## config.mk

```make
export PLATFORM = sky130hd
export DESIGN_NAME = rdps_supervisor
export DESIGN_NICKNAME = d
export VERILOG_FILES = /design/src/pkg/rdps_pkg.sv /design/src/verilog/rdps_supervisor.sv
export VERILOG_INCLUDE_DIRS = /design/src /design/src/pkg
export SDC_FILE = /design/constraint.sdc
export NUM_CORES = 1
export LEC_CHECK = 0
export BUFFER_PORTS_ARGS = -buffer_cell sky130_fd_sc_hd__buf_2
export CAP_MARGIN = 0
export CORE_ASPECT_RATIO = 0.5
export CORE_MARGIN = 2
export CORE_UTILIZATION = 45
export DETAILED_ROUTE_END_ITERATION = 6
export PLACE_DENSITY = 0.66
export SLEW_MARGIN = 20
export SYNTH_ARGS = -nofsm -noshare
export SYNTH_HDL_FRONTEND = slang
export SYNTH_SLANG_ARGS = --single-unit
export TNS_END_PERCENT = 50
```

## constraint.sdc

```tcl
create_clock -name clk -period 6.96 [get_ports clk]
set_input_delay 0.696 -clock clk [delete_from_list [all_inputs] [get_ports clk]]
set_output_delay 0.696 -clock clk [all_outputs]
set_load 0.01 [all_outputs]
```

## src/pkg/rdps_map.svh

```systemverilog
`ifndef RDPS_MAP_SVH
`define RDPS_MAP_SVH
// ==========================================================
// register offsets
`define RDPS_OFF_CTRL0     8'h20
`define RDPS_OFF_LOWTGT0   8'h28
`define RDPS_OFF_DWELL     8'h30
`define RDPS_OFF_MASK_A    8'h40
`define RDPS_OFF_MASK_B    8'h41
`define RDPS_OFF_GOOD_A    8'h42
`define RDPS_OFF_GOOD_B    8'h43
`define RDPS_OFF_FAULT_A   8'h44
`define RDPS_OFF_FAULT_B   8'h45
`define RDPS_OFF_MISC      8'hE9
// ==========================================================
// field positions
`define RDPS_CTRL_SWEN     0
`define RDPS_CTRL_REGSEL   1
`define RDPS_MISC_IGNPIN   7
`define RDPS_MISC_SWEN     6
// ==========================================================
// reset values
`define RDPS_CTRL_RST      8'h00
`define RDPS_LOWTGT_RST    6'h00
`define RDPS_DWELL_RST     2'h1
// ==========================================================
// timing, in microseconds unless noted
`define RDPS_CLK_NS        8
`define RDPS_TICK_NS       1000
`define RDPS_TICK_CYC      (`RDPS_TICK_NS / `RDPS_CLK_NS)
`define RDPS_STEP_MV       25
`define RDPS_DWELL0_US     3
`define RDPS_DWELL1_US     5
`define RDPS_DWELL2_US     6
`define RDPS_DWELL3_US     7
`define RDPS_PWM_HOLD_US   10
`define RDPS_PG_HOLD_US    100
`define RDPS_SUSP_MASK_US  100
`define RDPS_DEGLITCH_US   30
`define RDPS_DCM_CYCLES    16
`define RDPS_BLANK_US      10000
`endif

```

## src/pkg/rdps_pkg.sv

```systemverilog
package rdps_pkg;
	localparam int NREG  = 5;
	localparam int NRAIL = 6;
	// inputs that arrive from outside the clock domain
	typedef struct packed {
		logic [NREG-1:0]  railEnablePin;
		logic             terminationLdoEnablePin;
		logic             standby_n;
		logic [NRAIL-1:0] inRange;
		logic [NREG-1:0]  dcmDetect;
		logic             swCycle;
	} rdps_pins_s;
	// rail_control_register layout
	typedef struct packed {
		logic [5:0] voltCode;
		logic       regSelect;
		logic       swEnable;
	} rdps_ctrl_s;
	typedef enum logic {MODE_DCM, MODE_CCM} rdps_mode_e;
endpackage : rdps_pkg

```

## src/verilog/rdps_supervisor.sv

```systemverilog
`timescale 1ns/1ps
`default_nettype none
`include "rdps_map.svh"
// Summary of operation
// - reference moves one 25 mV code per step
// - each step dwells 5 us by default
// - dwell selectable 3, 5, 6 or 7 us
// - force PWM until 10 us after ramp
// - mask power-good until 100 us after ramp
// - CCM to DCM after 16-cycle deglitch
// - DCM to CCM immediately
// - automatic power-save mode after reset
// - enable by pin (default) or register
// - misc bit7 ignores pin, bit6 enables LDO
// - termination LDO only with all unmasked regulator goods high
// - scaling accepted any time after power-up
// - readable in-window status per enabled rail
// - unmasked fault shuts whole system down
// - fault source kept across shutdown
// - mask bits exclude rail, block shutdown
// - ignore rail faults 10 ms after enable
// - mask comparators 100 us after system good
// - out-of-window input sets rail fault flag
// - termination pin scales rail 3, standby others
// - power-good deglitch 30 us both edges
module rdps_supervisor
	import rdps_pkg::*;
#(
	parameter int BLANK_US = `RDPS_BLANK_US
)(
	input  wire logic                  clk,
	input  wire logic                  rst_n,
	input  wire rdps_pins_s            pinsIn,
	input  wire logic [7:0]            regAddr,
	input  wire logic                  regWrEn,
	input  wire logic                  regRdEn,
	input  wire logic [7:0]            regWrData,
	output logic      [7:0]            regRdData,
	output logic      [NRAIL-1:0]      railOn,
	output logic      [NREG-1:0]       pwmMode,
	output logic      [NREG-1:0][5:0]  refCode,
	output logic      [NRAIL-1:0]      railGood,
	output logic                       combinedSystemGood,
	output logic                       shutdown
);
	// ==========================================================
	// synchronisers and timebase
	rdps_pins_s       syncA;
	rdps_pins_s       syncB;
	logic             swCycleDly;
	logic [6:0]       tickCnt;
	logic             usTick;

	always_ff @(posedge clk or negedge rst_n)
	begin
		if (!rst_n)
		begin
			syncA      <= '0;
			syncB      <= '0;
			swCycleDly <= 1'b0;
		end
		else
		begin
			syncA      <= pinsIn;
			syncB      <= syncA;
			swCycleDly <= syncB.swCycle;
		end
	end

	always_ff @(posedge clk or negedge rst_n)
	begin
		if (!rst_n)
		begin
			tickCnt <= '0;
			usTick  <= 1'b0;
		end
		else
		begin
			usTick  <= (tickCnt == 7'(`RDPS_TICK_CYC - 1));
			tickCnt <= (tickCnt == 7'(`RDPS_TICK_CYC - 1)) ? '0 : tickCnt + 7'd1;
		end
	end

	wire logic swEdge = syncB.swCycle & ~swCycleDly;

	// ==========================================================
	// register file
	rdps_ctrl_s       ctrl_reg [NREG];
	logic [5:0]       lowTgt_reg [NREG];
	logic [1:0]       dwellSel_reg;
	logic [NREG-1:0]  maskA_reg;
	logic             maskB_reg;
	logic [NRAIL-1:0] fault_reg;
	logic [1:0]       misc_reg;
	logic [NRAIL-1:0] faultSet;
	logic [NRAIL-1:0] faultClr;
	logic [NRAIL-1:0] mask;

	assign mask = {maskB_reg, maskA_reg};

	always_ff @(posedge clk or negedge rst_n)
	begin
		if (!rst_n)
		begin
			for (int i = 0; i < NREG; i++)
			begin
				ctrl_reg[i]   <= `RDPS_CTRL_RST;
				lowTgt_reg[i] <= `RDPS_LOWTGT_RST;
			end
			dwellSel_reg <= `RDPS_DWELL_RST;
			maskA_reg    <= '0;
			maskB_reg    <= 1'b0;
			misc_reg     <= '0;
		end
		else if (regWrEn)
		begin
			for (int i = 0; i < NREG; i++)
			begin
				if (regAddr == `RDPS_OFF_CTRL0 + 8'(i))
					ctrl_reg[i] <= regWrData;
				if (regAddr == `RDPS_OFF_LOWTGT0 + 8'(i))
					lowTgt_reg[i] <= regWrData[5:0];
			end
			if (regAddr == `RDPS_OFF_DWELL)
				dwellSel_reg <= regWrData[1:0];
			if (regAddr == `RDPS_OFF_MASK_A)
				maskA_reg <= regWrData[NREG-1:0];
			if (regAddr == `RDPS_OFF_MASK_B)
				maskB_reg <= regWrData[0];
			if (regAddr == `RDPS_OFF_MISC)
				misc_reg <= {regWrData[`RDPS_MISC_IGNPIN], regWrData[`RDPS_MISC_SWEN]};
		end
	end

	// write-one-to-clear on fault source registers
	always_comb
	begin
		faultClr = '0;
		if (regWrEn && regAddr == `RDPS_OFF_FAULT_A)
			faultClr[NREG-1:0] = regWrData[NREG-1:0];
		if (regWrEn && regAddr == `RDPS_OFF_FAULT_B)
			faultClr[NRAIL-1] = regWrData[0];
	end

	// sticky fault source, set wins over clear
	always_ff @(posedge clk or negedge rst_n)
	begin
		if (!rst_n)
			fault_reg <= '0;
		else
			fault_reg <= (fault_reg & ~faultClr) | faultSet;
	end

	always_ff @(posedge clk or negedge rst_n)
	begin
		if (!rst_n)
			regRdData <= '0;
		else if (regRdEn)
		begin
			regRdData <= '0;
			for (int i = 0; i < NREG; i++)
			begin
				if (regAddr == `RDPS_OFF_CTRL0 + 8'(i))
					regRdData <= ctrl_reg[i];
				if (regAddr == `RDPS_OFF_LOWTGT0 + 8'(i))
					regRdData <= {2'h0, lowTgt_reg[i]};
			end
			unique case (regAddr)
				`RDPS_OFF_DWELL:  regRdData <= {6'h00, dwellSel_reg};
				`RDPS_OFF_MASK_A: regRdData <= {3'h0, maskA_reg};
				`RDPS_OFF_MASK_B: regRdData <= {7'h00, maskB_reg};
				`RDPS_OFF_GOOD_A: regRdData <= {3'h0, railGood[NREG-1:0]};
				`RDPS_OFF_GOOD_B: regRdData <= {7'h00, railGood[NRAIL-1]};
				`RDPS_OFF_FAULT_A: regRdData <= {3'h0, fault_reg[NREG-1:0]};
				`RDPS_OFF_FAULT_B: regRdData <= {7'h00, fault_reg[NRAIL-1]};
				`RDPS_OFF_MISC:   regRdData <= {misc_reg, 6'h00};
				default:          ;
			endcase
		end
	end

	// ==========================================================
	// enables, tree and shutdown
	logic [NRAIL-1:0] enReq;
	logic [NRAIL-1:0] railOnDly;
	logic [6:0]       suspCnt;
	logic             combinedDly;
	logic [NRAIL-1:0] dvsMask;
	logic [NRAIL-1:0] blankActive;
	logic             termPinReq;
	logic [3:0]       dwellUs;

	assign termPinReq = misc_reg[0] | (~misc_reg[1] & syncB.terminationLdoEnablePin);

	always_comb
	begin
		for (int i = 0; i < NREG; i++)
		begin
			enReq[i] = ctrl_reg[i].regSelect ? ctrl_reg[i].swEnable : syncB.railEnablePin[i];
		end
		enReq[NRAIL-1] = termPinReq & combinedSystemGood;
	end

	always_comb
	begin
		unique case (dwellSel_reg)
			2'h0: dwellUs = 4'(`RDPS_DWELL0_US);
			2'h1: dwellUs = 4'(`RDPS_DWELL1_US);
			2'h2: dwellUs = 4'(`RDPS_DWELL2_US);
			2'h3: dwellUs = 4'(`RDPS_DWELL3_US);
		endcase
	end

	always_ff @(posedge clk or negedge rst_n)
	begin
		if (!rst_n)
		begin
			railOn             <= '0;
			railOnDly          <= '0;
			combinedSystemGood <= 1'b0;
			combinedDly        <= 1'b0;
			shutdown           <= 1'b0;
		end
		else
		begin
			railOn             <= shutdown ? '0 : enReq;
			railOnDly          <= railOn;
			combinedSystemGood <= &(railGood[NREG-1:0] | maskA_reg);
			combinedDly        <= combinedSystemGood;
			if (|(faultSet & ~mask))
				shutdown <= 1'b1;
			else if (fault_reg == '0)
				shutdown <= 1'b0;
		end
	end

	always_ff @(posedge clk or negedge rst_n)
	begin
		if (!rst_n)
			suspCnt <= '0;
		else if (combinedSystemGood && !combinedDly)
			suspCnt <= 7'(`RDPS_SUSP_MASK_US);
		else if (usTick && suspCnt != '0)
			suspCnt <= suspCnt - 7'd1;
	end

	// ==========================================================
	// per-rail blanking, deglitch and fault detection
	genvar r;
	generate
		for (r = 0; r < NRAIL; r++)
		begin : g_rail
			logic [13:0] blankCnt;
			logic [4:0]  dgCnt;

			always_ff @(posedge clk or negedge rst_n)
			begin
				if (!rst_n)
					blankCnt <= '0;
				else if (railOn[r] && !railOnDly[r])
					blankCnt <= 14'(BLANK_US);
				else if (usTick && blankCnt != '0)
					blankCnt <= blankCnt - 14'd1;
			end
			assign blankActive[r] = (blankCnt != '0);

			always_ff @(posedge clk or negedge rst_n)
			begin
				if (!rst_n)
				begin
					railGood[r] <= 1'b0;
					dgCnt       <= '0;
				end
				else if (!railOn[r])
				begin
					railGood[r] <= 1'b0;
					dgCnt       <= '0;
				end
				else if (syncB.inRange[r] == railGood[r])
					dgCnt <= '0;
				else if (usTick)
				begin
					if (dgCnt == 5'(`RDPS_DEGLITCH_US - 1))
					begin
						railGood[r] <= syncB.inRange[r];
						dgCnt       <= '0;
					end
					else
						dgCnt <= dgCnt + 5'd1;
				end
			end

			assign faultSet[r] = railOn[r] & railOnDly[r] & ~blankActive[r] & ~dvsMask[r]
				& (suspCnt == '0) & ~railGood[r] & ~syncB.inRange[r];
		end
	endgenerate

	assign dvsMask[NRAIL-1] = 1'b0;

	// ==========================================================
	// per-regulator scaling and conduction mode
	genvar v;
	generate
		for (v = 0; v < NREG; v++)
		begin : g_reg
			logic [5:0]  target;
			logic [3:0]  dwellCnt;
			logic [6:0]  postCnt;
			logic [4:0]  dcmCnt;
			logic        ramping;
			logic        forcePwm;
			rdps_mode_e  mode;

			if (v == 3)
			begin : g_term
				assign target = !syncB.terminationLdoEnablePin ? lowTgt_reg[v] : ctrl_reg[v].voltCode;
			end
			else
			begin : g_stby
				assign target = !syncB.standby_n ? lowTgt_reg[v] : ctrl_reg[v].voltCode;
			end

			assign ramping = (refCode[v] != target);

			always_ff @(posedge clk or negedge rst_n)
			begin
				if (!rst_n)
				begin
					refCode[v] <= '0;
					dwellCnt   <= '0;
				end
				else if (!railOn[v] || blankActive[v])
				begin
					refCode[v] <= ctrl_reg[v].voltCode;
					dwellCnt   <= '0;
				end
				else if (!ramping)
					dwellCnt <= '0;
				else if (usTick)
				begin
					if (dwellCnt >= dwellUs - 4'd1)
					begin
						dwellCnt   <= '0;
						refCode[v] <= (target > refCode[v]) ? refCode[v] + 6'd1 : refCode[v] - 6'd1;
					end
					else
						dwellCnt <= dwellCnt + 4'd1;
				end
			end

			// time since ramp end, saturates
			always_ff @(posedge clk or negedge rst_n)
			begin
				if (!rst_n)
					postCnt <= 7'(`RDPS_PG_HOLD_US);
				else if (ramping && railOn[v] && !blankActive[v])
					postCnt <= '0;
				else if (usTick && postCnt != 7'(`RDPS_PG_HOLD_US))
					postCnt <= postCnt + 7'd1;
			end

			assign forcePwm = (ramping && railOn[v] && !blankActive[v]) || postCnt < 7'(`RDPS_PWM_HOLD_US);
			assign dvsMask[v] = (ramping && railOn[v] && !blankActive[v])
				|| postCnt < 7'(`RDPS_PG_HOLD_US);

			always_ff @(posedge clk or negedge rst_n)
			begin
				if (!rst_n)
				begin
					mode   <= MODE_CCM;
					dcmCnt <= '0;
				end
				else if (forcePwm || !syncB.dcmDetect[v])
				begin
					mode   <= MODE_CCM;
					dcmCnt <= '0;
				end
				else if (mode == MODE_CCM && swEdge)
				begin
					if (dcmCnt == 5'(`RDPS_DCM_CYCLES - 1))
						mode <= MODE_DCM;
					dcmCnt <= dcmCnt + 5'd1;
				end
			end

			always_ff @(posedge clk or negedge rst_n)
			begin
				if (!rst_n)
					pwmMode[v] <= 1'b1;
				else
					pwmMode[v] <= (mode == MODE_CCM);
			end
		end
	endgenerate
endmodule : rdps_supervisor
`default_nettype wire

```

### After elaboration in Yosys (flattened, before gate mapping)

Cells that the tools add are included.

* register bits after elaboration: 403
* latch bits: 0
* bits in writable memories: 0
* ROM bits: 0
* input bits: 39
* logic and storage cells: 631
* memories: 0

* add/sub/neg operators: 40
* $mul: 0
* divide/modulo/power cells: 0
* magnitude comparators: 20
* equal/unequal tests: 78
* shifts and indexed selects: 0
* muxes and demuxes: 170
* bitwise gates (word level): 70
* reduce and logical (&&, ||, !) cells: 158

Operators by type and width (number)
* $mux 6: 31
* $mux 5: 35
* $mux 14: 12
* $mux 7: 13
* $eq 8x6->1 const B: 11
* $reduce_bool 14->1: 6
* $sub 14x1->14 const B: 6
* $mux 4: 20
* $mux 8: 10
* $reduce_bool 2->1: 38
* $pmux 8 s8: 1
* $add 5x1->5 const B: 11
* $eq 8x7->1 const B: 6
* $mux 1: 47
* $add 7x1->7 const B: 6
* $and 1x1->1: 38
* $reduce_and 2->1: 19
* $logic_and 1x1->1: 36
* $lt 7x4->1 const B: 5
* $lt 7x7->1 const B: 5
* $ne 7x7->1 const B: 5
* $reduce_and 3->1: 11
* $add 6x1->6 const B: 5
* $eq 5x5->1 const B: 6
* 32 further kinds: 153

### Depth between registers and ports, before layout

Gate-level depths: netlist of run 1.

* depth after elaboration: 13
* gate-level depth with buffers: 16
* gate-level depth less buffers: 14

### Worst setup path after synthesis of run 1

OpenSTA, ideal clock, no wires.

* kind: register to register
* from: register syncB[12] (netlist bit)
* to: register refCode[11] (netlist bit)
* library setup time: 123 ps
* arrival: 3680 ps
* data required time: 6837 ps
* path slack: 3157 ps
* stages on the path, launching flop included: 16
* cell sequence: dfrtp_1 > clkbuf_1 > clkbuf_1 > mux2_2 > ha_1 > and3_1 > and4_1 > clkbuf_1 > a311o_1 > ha_1 > a211oi_1 > o21bai_1 > a21oi_1 > nor2_1 > a211oi_1 > nand2_1

* cells in the longest elaborated chain, start to end: 7
* elaborated cells between the ends (all ways): 10
* classes of those cells: order compare (1); eq/ne (1); mux (6); reduce/logical (2)

RTL lines
* from (decl): line rdps_supervisor.sv:49 `rdps_pins_s syncB;`
* from (signal assigned): line rdps_supervisor.sv:65 `syncB <= syncA;`
* $mux 6 (*): line rdps_supervisor.sv:320 `assign target = !syncB.standby_n ? lowTgt_reg[v] : ctrl_reg[v].voltCode;`
* $gt 6x6->1: line rdps_supervisor.sv:344 `refCode[v] <= (target > refCode[v]) ? refCode[v] + 6'd1 : refCode[v] - 6'd1;`
* $mux 6: line rdps_supervisor.sv:344
* $mux 6: line rdps_supervisor.sv:341 `if (dwellCnt >= dwellUs - 4'd1)`
* $mux 6: line rdps_supervisor.sv:339 `else if (usTick)`
* $mux 6: line rdps_supervisor.sv:337 `else if (!ramping)`
* $mux 6: line rdps_supervisor.sv:332 `else if (!railOn[v] || blankActive[v])`
* to (signal, indexed assignment): line rdps_supervisor.sv:334 `refCode[v] <= ctrl_reg[v].voltCode;`
* to (signal, indexed assignment): line rdps_supervisor.sv:344
* to (decl): line rdps_supervisor.sv:41 `output logic [NREG-1:0][5:0] refCode,`

Every way passes the cells marked *; elsewhere a longest branch is shown, timed or not. The select of a mux whose other input is x is not followed.
A chain may end at the register's enable or synchronous reset.

### Worst setup path in the final report of run 1

Same ends and word-level chain as after synthesis.

==> run_summary.xml, run 1 <==
<?xml version="1.0" encoding="UTF-8"?>
<metrics>
  <group name="pwr">
    <metric name="p_int" unit="W">0.00404</metric>
    <metric name="p_comb_share" unit="%">12.3</metric>
    <metric name="ir_drop" unit="V">0.000141</metric>
    <metric name="power_frac_seq" unit="%">46.2</metric>
    <metric name="share_clk_of_total_power" unit="%">41.5</metric>
    <metric name="power_per_cell_area" unit="mW/mm^2">228</metric>
    <metric name="power.switching" unit="W">0.00142</metric>
    <metric name="power_switching_share" unit="%">26.0</metric>
    <metric name="power_leakage" unit="nW">10.6</metric>
  </group>
  <group name="global_routing">
    <metric name="grt_first_pass_wirelength" unit="um">83400</metric>
    <metric name="grt_total_usage" unit="%">20.8</metric>
    <metric name="grt_remaining_overflow" unit="">0</metric>
    <metric name="grt_antenna_before_repair" unit="">2</metric>
    <metric name="grt_start_max_net_pins" unit="">163</metric>
    <metric name="number_of_global_route_vias_before_repair" unit="">15400</metric>
  </group>
  <group name="place">
    <metric name="numPlacedInstances" unit="">2784</metric>
    <metric name="portBuffers" unit="">95</metric>
    <metric name="dp_hpwl" unit="um">35800</metric>
    <metric name="gpl.final_weighted_congestion" unit="">0.926</metric>
  </group>
  <group name="synthesis">
    <metric name="synth.cell_area" unit="sq mm">0.0215</metric>
    <metric name="syn_inst" unit="">2114</metric>
    <metric name="yosys_warnings" unit="">0</metric>
    <metric name="synthDominantCellAreaShare" unit="%">44.0</metric>
    <metric name="synth.area.top_cells" unit="">sky130_fd_sc_hd__dfrtp_1 44%, sky130_fd_sc_hd__ha_1 6.9%, sky130_fd_sc_hd__mux2_2 5.9%</metric>
    <metric name="synthFlopType" unit="">sky130_fd_sc_hd__dfrtp_1</metric>
    <metric name="synth_enable_flop_cells" unit="">0</metric>
    <metric name="total_nets_after_synthesis" unit="">2277</metric>
    <metric name="synth_cell_type_count" unit="">79</metric>
    <metric name="async_reset_ff_share" unit="%">100</metric>
    <metric name="synth-seq-cells" unit="">403</metric>
    <metric name="ys_seq_area_share" unit="%">47.2</metric>
    <metric name="synthDominantAreaCellType" unit="">sky130_fd_sc_hd__dfrtp_1</metric>
    <metric name="synth_area_per_cell" unit="sq um">10.1</metric>
  </group>
  <group name="finish">
    <metric name="layout.filler_cells" unit="">4286</metric>
    <metric name="largest_register_ff_count" unit="">84</metric>
    <metric name="final_layout_size_suffix_gt1_share" unit="%">15.7</metric>
    <metric name="multi_input_area" unit="sq mm">0.0108</metric>
    <metric name="area.sequential" unit="sq mm">0.0101</metric>
    <metric name="mostFrequentLayoutCells" unit="">376 x sky130_fd_sc_hd__dfrtp_1, 248 x sky130_fd_sc_hd__nor2_1, 192 x sky130_fd_sc_hd__nand2_1</metric>
    <metric name="final_net_count" unit="">2351</metric>
    <metric name="final_common_cell" unit="">sky130_fd_sc_hd__dfrtp_1</metric>
    <metric name="area.growth.synth_to_final" unit="%">11.5</metric>
    <metric name="final_design_utilization" unit="%">51.0</metric>
    <metric name="final-instance-count-excl-fill" unit="">2861</metric>
  </group>
  <group name="worst_setup_path">
    <metric name="setup.worst_path.end_class" unit="">flop</metric>
    <metric name="crit_type" unit="">flop to flop</metric>
    <metric name="reg2reg_from" unit="">syncB[12]</metric>
    <metric name="critical_path.reg2reg.endpoint" unit="">refCode[11]</metric>
    <metric name="cp_data_required_time" unit="ns">7.39</metric>
    <metric name="critical_path_peak_fanout" unit="">27</metric>
    <metric name="setup.reg_to_reg.worst_slack" unit="ns">3.21</metric>
    <metric name="crit_arrival" unit="ns">4.17</metric>
    <metric name="timing.critical_path.from_type" unit="">flop</metric>
    <metric name="ff2ff_path_depth" unit="">13</metric>
  </group>
  <group name="route">
    <metric name="drt_first_pass_iters" unit="">6</metric>
    <metric name="detail-route-antenna-nets" unit="">0</metric>
    <metric name="detail_route.iter0.violations" unit="">1251</metric>
    <metric name="via_count" unit="">16000</metric>
    <metric name="remaining_drc_errors" unit="">0</metric>
    <metric name="post_drt_via_cell_ratio" unit="">5.59</metric>
    <metric name="postRouteWirelength" unit="um">51000</metric>
    <metric name="wire_per_inst" unit="um">17.8</metric>
  </group>
  <group name="cts">
    <metric name="clk_pin_slew_worst_paths" unit="ns">0.06</metric>
    <metric name="cts_setup_buffers" unit="">0</metric>
    <metric name="cts-hold-fix-buffers" unit="">0</metric>
    <metric name="tritoncts.num_buffers" unit="">40</metric>
    <metric name="clock_sinks" unit="">403</metric>
    <metric name="clock_tree_from_tritoncts" unit="">built</metric>
    <metric name="max-clock-path-buffers" unit="">3</metric>
    <metric name="htree_levels" unit="">2</metric>
    <metric name="cts.root.buffer_cell" unit="">sky130_fd_sc_hd__clkbuf_16</metric>
    <metric name="clock_latency_on_the_worst_skew_pair" unit="ns">0.54</metric>
    <metric name="postCtsResizedCells" unit="">0</metric>
  </group>
  <group name="floorplan">
    <metric name="floorplan.initialDensity" unit="%">45.7</metric>
    <metric name="boundaryPins" unit="">96</metric>
    <metric name="die_h" unit="um">158</metric>
    <metric name="number_of_rows_in_the_core_area" unit="">56</metric>
    <metric name="design.die.area" unit="sq mm">0.0496</metric>
    <metric name="placeableCoreArea" unit="sq mm">0.0469</metric>
    <metric name="die_w" unit="um">313</metric>
  </group>
  <group name="timing">
    <metric name="post-route-min-period" unit="ns">3.75</metric>
    <metric name="final_worst_path_cycle_share" unit="%">53.9</metric>
    <metric name="clock.fmax" unit="GHz">0.267</metric>
    <metric name="worst-slew-pin-transition" unit="ns">1.10</metric>
    <metric name="maxSlewViolCount" unit="">0</metric>
    <metric name="rsz0062_at_grt" unit="">false</metric>
    <metric name="slew_headroom" unit="%">25.9</metric>
    <metric name="timing.final.setup_violations" unit="">0</metric>
    <metric name="clock-skew-final" unit="ns">0.0140</metric>
    <metric name="final_hold_viol_count" unit="">0</metric>
    <metric name="final.setup.tns" unit="ns">0</metric>
  </group>
  <group name="job">
    <metric name="count_of_maximum_capacitance_violations" unit="">0</metric>
  </group>
  <group name="run_status">
    <metric name="status" unit="">completed</metric>
  </group>
  <group name="worst_hold_path">
    <metric name="worstHoldPathType" unit="">input port to async pin</metric>
  </group>
</metrics>
-- metal layers --
layer,global-route usage (%),vias to the layer above,share of wire (%)
li1,-,7687,-
met1,30.0,7917,48
met2,32.8,319,45
met3,3.31,70,4.9
met4,5.01,0,1.8
met5,0,-,0
-- logic make-up (layout without fill, tap and decap cells) --
family	Yosys count	count (layout)	synth area share [%]
flops	403	403	47.2
other cells	0	3	0
compound gates	360	360	11.1
fa+ha+maj	124	124	7.41
mux	153	153	7.97
xor+xnor	153	153	6.25
buf+inv	149	255	2.65
simple gates	772	772	17.5
-- per-stage QoR --
step	hold WS, ns	power (W)	worst slack, ns	instance area [sq um]
6_report	0.147	0.00545	3.21	23900
5_1_grt	0.217	0.00570	2.94	23900
4_1_cts	0.206	0.00551	3.17	23900
3_5_place_dp	0.339	0.00322	3.17	22600
3_3_place_gp	0.334	0.00320	3.28	22600
2_1_floorplan	0.331	0.00300	3.16	21500
-- synth_stat cells (9+ instances only) --
cell type,instances
sky130_fd_sc_hd__and3_1,20
sky130_fd_sc_hd__nand3_1,45
sky130_fd_sc_hd__nor3_1,59
sky130_fd_sc_hd__buf_1,12
sky130_fd_sc_hd__nor4b_1,10
sky130_fd_sc_hd__mux2_2,113
sky130_fd_sc_hd__clkbuf_1,57
sky130_fd_sc_hd__inv_1,76
sky130_fd_sc_hd__o211ai_1,12
sky130_fd_sc_hd__ha_1,119
sky130_fd_sc_hd__or2_2,14
sky130_fd_sc_hd__nand2b_1,23
sky130_fd_sc_hd__nand4_1,34
sky130_fd_sc_hd__dfstp_2,26
sky130_fd_sc_hd__or3_1,16
sky130_fd_sc_hd__xnor2_1,73
sky130_fd_sc_hd__a21o_1,23
sky130_fd_sc_hd__a21oi_1,84
sky130_fd_sc_hd__mux2i_1,37
sky130_fd_sc_hd__nor2_1,248
sky130_fd_sc_hd__a22oi_1,9
sky130_fd_sc_hd__nand3b_1,9
sky130_fd_sc_hd__a41oi_1,15
sky130_fd_sc_hd__nand2_1,192
sky130_fd_sc_hd__a211oi_1,22
sky130_fd_sc_hd__o21ai_0,91
sky130_fd_sc_hd__a31oi_1,11
sky130_fd_sc_hd__xor2_1,80
sky130_fd_sc_hd__nor4_1,22
sky130_fd_sc_hd__dfrtp_1,377
sky130_fd_sc_hd__nor2b_1,23
sky130_fd_sc_hd__or4_1,12
-- worst max-delay path, cell delays in order, from the launching register on --
cell	delay [ns]
sky130_fd_sc_hd__dfrtp_1	0.32
sky130_fd_sc_hd__buf_4	0.32
sky130_fd_sc_hd__mux2_2	0.39
sky130_fd_sc_hd__ha_1	0.30
sky130_fd_sc_hd__and3_1	0.18
sky130_fd_sc_hd__and4_1	0.42
sky130_fd_sc_hd__a311o_1	0.39
sky130_fd_sc_hd__ha_1	0.31
sky130_fd_sc_hd__a211oi_1	0.24
sky130_fd_sc_hd__o21bai_1	0.10
sky130_fd_sc_hd__a21oi_1	0.27
sky130_fd_sc_hd__nor2_1	0.10
sky130_fd_sc_hd__a211oi_1	0.23
sky130_fd_sc_hd__nand2_1	0.07
-- worst max-delay path by stage --
| stage | startpoint | to | slack (ns) | depth (start not counted) |
|---|---|---|---|---|
| 6_report | syncB[12] | refCode[11] | 3.21 | 13 |
| 5_1_grt | syncB[12] | refCode[11] | 2.94 | 13 |
| 4_1_cts | syncB[13] | refCode[23] | 3.17 | 12 |
| 3_5_place_dp | syncB[13] | refCode[23] | 3.17 | 12 |
| 3_3_place_gp | syncB[13] | refCode[23] | 3.28 | 12 |
| 2_1_floorplan | syncB[12] | refCode[11] | 3.16 | 15 |
-- power by group through the flow --
stage	registers, W	clock network [W]	logic [W]
3_5_place_dp	0.00256	0	0.000660
5_1_grt	0.00253	0.00242	0.000751
2_1_floorplan	0.00254	0	0.000461
6_report	0.00252	0.00226	0.000669
4_1_cts	0.00252	0.00232	0.000667
3_3_place_gp	0.00256	0	0.000643
-- final cells by class --
type | count | share of cell area (%)
Antenna cell | 3 | 0.0314
Clock buffer | 58 | 4.76
Clock inverter | 16 | 0.899
Inverter | 77 | 1.21
Multi-Input combinational cell | 1562 | 45.1
Sequential cell | 403 | 42.3
Tap cell | 638 | 3.34
Timing Repair Buffer | 104 | 2.42
No activity file was read; power rests on OpenSTA's default activity.
==> inputs of run 2 (changes only) <==
--- a/config.mk
+++ b/config.mk
@@ -12,7 +12,7 @@
 export CORE_MARGIN = 2
 export CORE_UTILIZATION = 45
 export DETAILED_ROUTE_END_ITERATION = 6
-export PLACE_DENSITY = 0.66
+export PLACE_DENSITY = 0.69
 export SLEW_MARGIN = 20
 export SYNTH_ARGS = -nofsm -noshare
 export SYNTH_HDL_FRONTEND = slang
==> constraint.sdc (replaced) <==
create_clock -name clk -period 3.38 [get_ports clk]
set_input_delay 0.338 -clock clk [delete_from_list [all_inputs] [get_ports clk]]
set_output_delay 0.338 -clock clk [all_outputs]
set_load 0.01 [all_outputs]
==> run_summary.xml, run 2 (synthesis gave the netlist of run 1 again) <==
<?xml version="1.0" encoding="UTF-8"?>
<metrics>
  <group name="cts">
    <metric name="cts.root.buffer_cell" unit="">sky130_fd_sc_hd__clkbuf_16</metric>
    <metric name="clock_latency_on_the_worst_skew_pair" unit="ns">0.56</metric>
    <metric name="clock_sinks" unit="">403</metric>
    <metric name="max-clock-path-buffers" unit="">3</metric>
    <metric name="clk_pin_slew_worst_paths" unit="ns">0.07</metric>
    <metric name="htree_levels" unit="">2</metric>
    <metric name="clock_tree_from_tritoncts" unit="">built</metric>
    <metric name="tritoncts.num_buffers" unit="">40</metric>
  </group>
  <group name="finish">
    <metric name="layout.filler_cells" unit="">4206</metric>
    <metric name="final_common_cell" unit="">sky130_fd_sc_hd__dfrtp_1</metric>
    <metric name="largest_register_ff_count" unit="">84</metric>
    <metric name="mostFrequentLayoutCells" unit="">374 x sky130_fd_sc_hd__dfrtp_1, 248 x sky130_fd_sc_hd__nor2_1, 190 x sky130_fd_sc_hd__nand2_1</metric>
    <metric name="final_net_count" unit="">2425</metric>
    <metric name="area.growth.synth_to_final" unit="%">15.3</metric>
    <metric name="final_layout_size_suffix_gt1_share" unit="%">18.7</metric>
    <metric name="final_design_utilization" unit="%">52.7</metric>
    <metric name="final-instance-count-excl-fill" unit="">2935</metric>
  </group>
  <group name="worst_setup_path">
    <metric name="setup.reg_to_reg.worst_slack" unit="ns">0.06</metric>
    <metric name="crit_arrival" unit="ns">3.79</metric>
    <metric name="timing.critical_path.from_type" unit="">flop</metric>
    <metric name="crit_type" unit="">flop to flop</metric>
    <metric name="critical_path_peak_fanout" unit="">8</metric>
    <metric name="setup.worst_path.end_class" unit="">flop</metric>
    <metric name="cp_data_required_time" unit="ns">3.85</metric>
  </group>
  <group name="timing">
    <metric name="final.setup.tns" unit="ns">0</metric>
    <metric name="clock.fmax" unit="GHz">0.301</metric>
    <metric name="final_worst_path_cycle_share" unit="%">98.4</metric>
    <metric name="final_hold_viol_count" unit="">0</metric>
    <metric name="timing.final.setup_violations" unit="">0</metric>
    <metric name="clock-skew-final" unit="ns">0.0206</metric>
    <metric name="rsz0062_at_grt" unit="">true</metric>
    <metric name="worst-slew-pin-transition" unit="ns">0.962</metric>
    <metric name="post-route-min-period" unit="ns">3.32</metric>
    <metric name="maxSlewViolCount" unit="">0</metric>
    <metric name="slew_headroom" unit="%">35.5</metric>
  </group>
  <group name="pwr">
    <metric name="power_frac_seq" unit="%">45.5</metric>
    <metric name="power_per_cell_area" unit="mW/mm^2">461</metric>
    <metric name="power_leakage" unit="nW">11.0</metric>
    <metric name="ir_drop" unit="V">0.000308</metric>
    <metric name="p_int" unit="W">0.00839</metric>
    <metric name="p_comb_share" unit="%">14.2</metric>
    <metric name="share_clk_of_total_power" unit="%">40.3</metric>
    <metric name="power.switching" unit="W">0.00302</metric>
    <metric name="post-layout-total-power" unit="W">0.0114</metric>
    <metric name="power_switching_share" unit="%">26.5</metric>
  </group>
  <group name="worst_hold_path">
    <metric name="worstHoldPathType" unit="">input port to flop</metric>
  </group>
  <group name="route">
    <metric name="via_count" unit="">16400</metric>
    <metric name="detail_route.iter0.violations" unit="">1347</metric>
    <metric name="remaining_drc_errors" unit="">0</metric>
    <metric name="detail-route-antenna-nets" unit="">0</metric>
    <metric name="post_drt_via_cell_ratio" unit="">5.57</metric>
    <metric name="postRouteWirelength" unit="um">52200</metric>
    <metric name="wire_per_inst" unit="um">17.8</metric>
    <metric name="drt_first_pass_iters" unit="">6</metric>
  </group>
  <group name="job">
    <metric name="count_of_maximum_capacitance_violations" unit="">0</metric>
  </group>
  <group name="global_routing">
    <metric name="grt_remaining_overflow" unit="">0</metric>
    <metric name="grt_antenna_before_repair" unit="">1</metric>
    <metric name="number_of_global_route_vias_before_repair" unit="">15800</metric>
    <metric name="grt_first_pass_wirelength" unit="um">84400</metric>
    <metric name="grt_total_usage" unit="%">21.0</metric>
    <metric name="grt_start_max_net_pins" unit="">85</metric>
  </group>
  <group name="floorplan">
    <metric name="placeableCoreArea" unit="sq mm">0.0469</metric>
    <metric name="design.die.area" unit="sq mm">0.0496</metric>
    <metric name="floorplan.initialDensity" unit="%">45.7</metric>
    <metric name="die_h" unit="um">158</metric>
    <metric name="boundaryPins" unit="">96</metric>
    <metric name="die_w" unit="um">313</metric>
    <metric name="number_of_rows_in_the_core_area" unit="">56</metric>
  </group>
  <group name="place">
    <metric name="numPlacedInstances" unit="">2829</metric>
    <metric name="portBuffers" unit="">95</metric>
    <metric name="dp_hpwl" unit="um">36900</metric>
    <metric name="gpl.final_weighted_congestion" unit="">0.910</metric>
  </group>
  <group name="run_status">
    <metric name="status" unit="">completed</metric>
  </group>
</metrics>
[run 2: cell count changes in the layout (fill, tap and decap cells not counted), sizes merged]
cell,delta
clkbuf,+9
clkinvlp,-1
buf,+53
bufinv,-4
dlygate4sd3,+20
clkinv,-3
[run 2: cell type report]
| cell class | count | area [sq um] | area share, % |
|---|---|---|---|
| Tap cell | 638 | 798 | 3.23 |
| Multi-Input combinational cell | 1562 | 10900 | 44.1 |
| Sequential cell | 403 | 10100 | 40.9 |
| Inverter | 77 | 289 | 1.17 |
| Antenna cell | 3 | 7.51 | 0.0304 |
| Clock inverter | 8 | 98.8 | 0.400 |
| Clock buffer | 66 | 1260 | 5.09 |
| Timing Repair Buffer | 178 | 1250 | 5.04 |
[run 2: routing by layer]
| layer | global-route usage [%] | up-vias | routed length [um] |
|---|---|---|---|
| li1 | - | 7807 | - |
| met4 | 5.19 | 0 | 1080 |
| met2 | 34.1 | 405 | 23700 |
| met1 | 29.6 | 8057 | 24700 |
| met5 | 0 | - | 0 |
| met3 | 3.44 | 84 | 2730 |
[run 2: path summary, 6_finish.rpt]
kind / depth (start not counted) / from / end
setup / recovery: 13 / syncB[12] / refCode[10]
hold / removal: 3 / regAddr[3] / fault_reg[5]
setup reg to reg: 13 / syncB[12] / refCode[10]
hold reg to reg: 0 / syncA[12] / syncB[12]
max in group asynchronous: 3 / rst_n / g_reg[2].postCnt[5]
min in group asynchronous: 2 / rst_n / refCode[4]
[run 2: stage by stage]
step	setup slack [ns]	instance area [sq um]	hold slack, ns
global route	-0.0519	24700	0.133
global placement	0.0873	22900	0.333
floorplan	-0.0590	21500	0.0424
detailed placement	-0.0549	22900	0.335
CTS	0.00342	24500	0.120
finish	0.0557	24700	0.147
[run 2: repair_timing]
item	CTS	global route
pin swaps	1	11
endpoints found under the hold margin	77	0
buffers inserted	0	8
hold buffers	20	0
gates cloned	0	1
setup endpoints to repair	2	7
gates resized for setup	2	29
[run 2: power groups by stage]
stage,Clock [W],Sequential (W),Combinational [W]
6_report,0.00460,0.00519,0.00162
5_1_grt,0.00488,0.00521,0.00179
4_1_cts,0.00467,0.00519,0.00147
3_5_place_dp,0,0.00527,0.00144
3_3_place_gp,0,0.00527,0.00141
2_1_floorplan,0,0.00522,0.000957
[run 2: worst max-delay path, stage by stage (launching register included)]
cell,delay [ns]
sky130_fd_sc_hd__dfrtp_2,0.43
sky130_fd_sc_hd__buf_12,0.14
sky130_fd_sc_hd__mux2_2,0.33
sky130_fd_sc_hd__ha_1,0.29
sky130_fd_sc_hd__and3_4,0.19
sky130_fd_sc_hd__and4_4,0.19
sky130_fd_sc_hd__a311o_2,0.45
sky130_fd_sc_hd__buf_6,0.16
sky130_fd_sc_hd__fa_2,0.35
sky130_fd_sc_hd__a21o_1,0.18
sky130_fd_sc_hd__a21oi_2,0.15
sky130_fd_sc_hd__xnor2_1,0.13
sky130_fd_sc_hd__mux2i_1,0.10
sky130_fd_sc_hd__o21ai_1,0.14
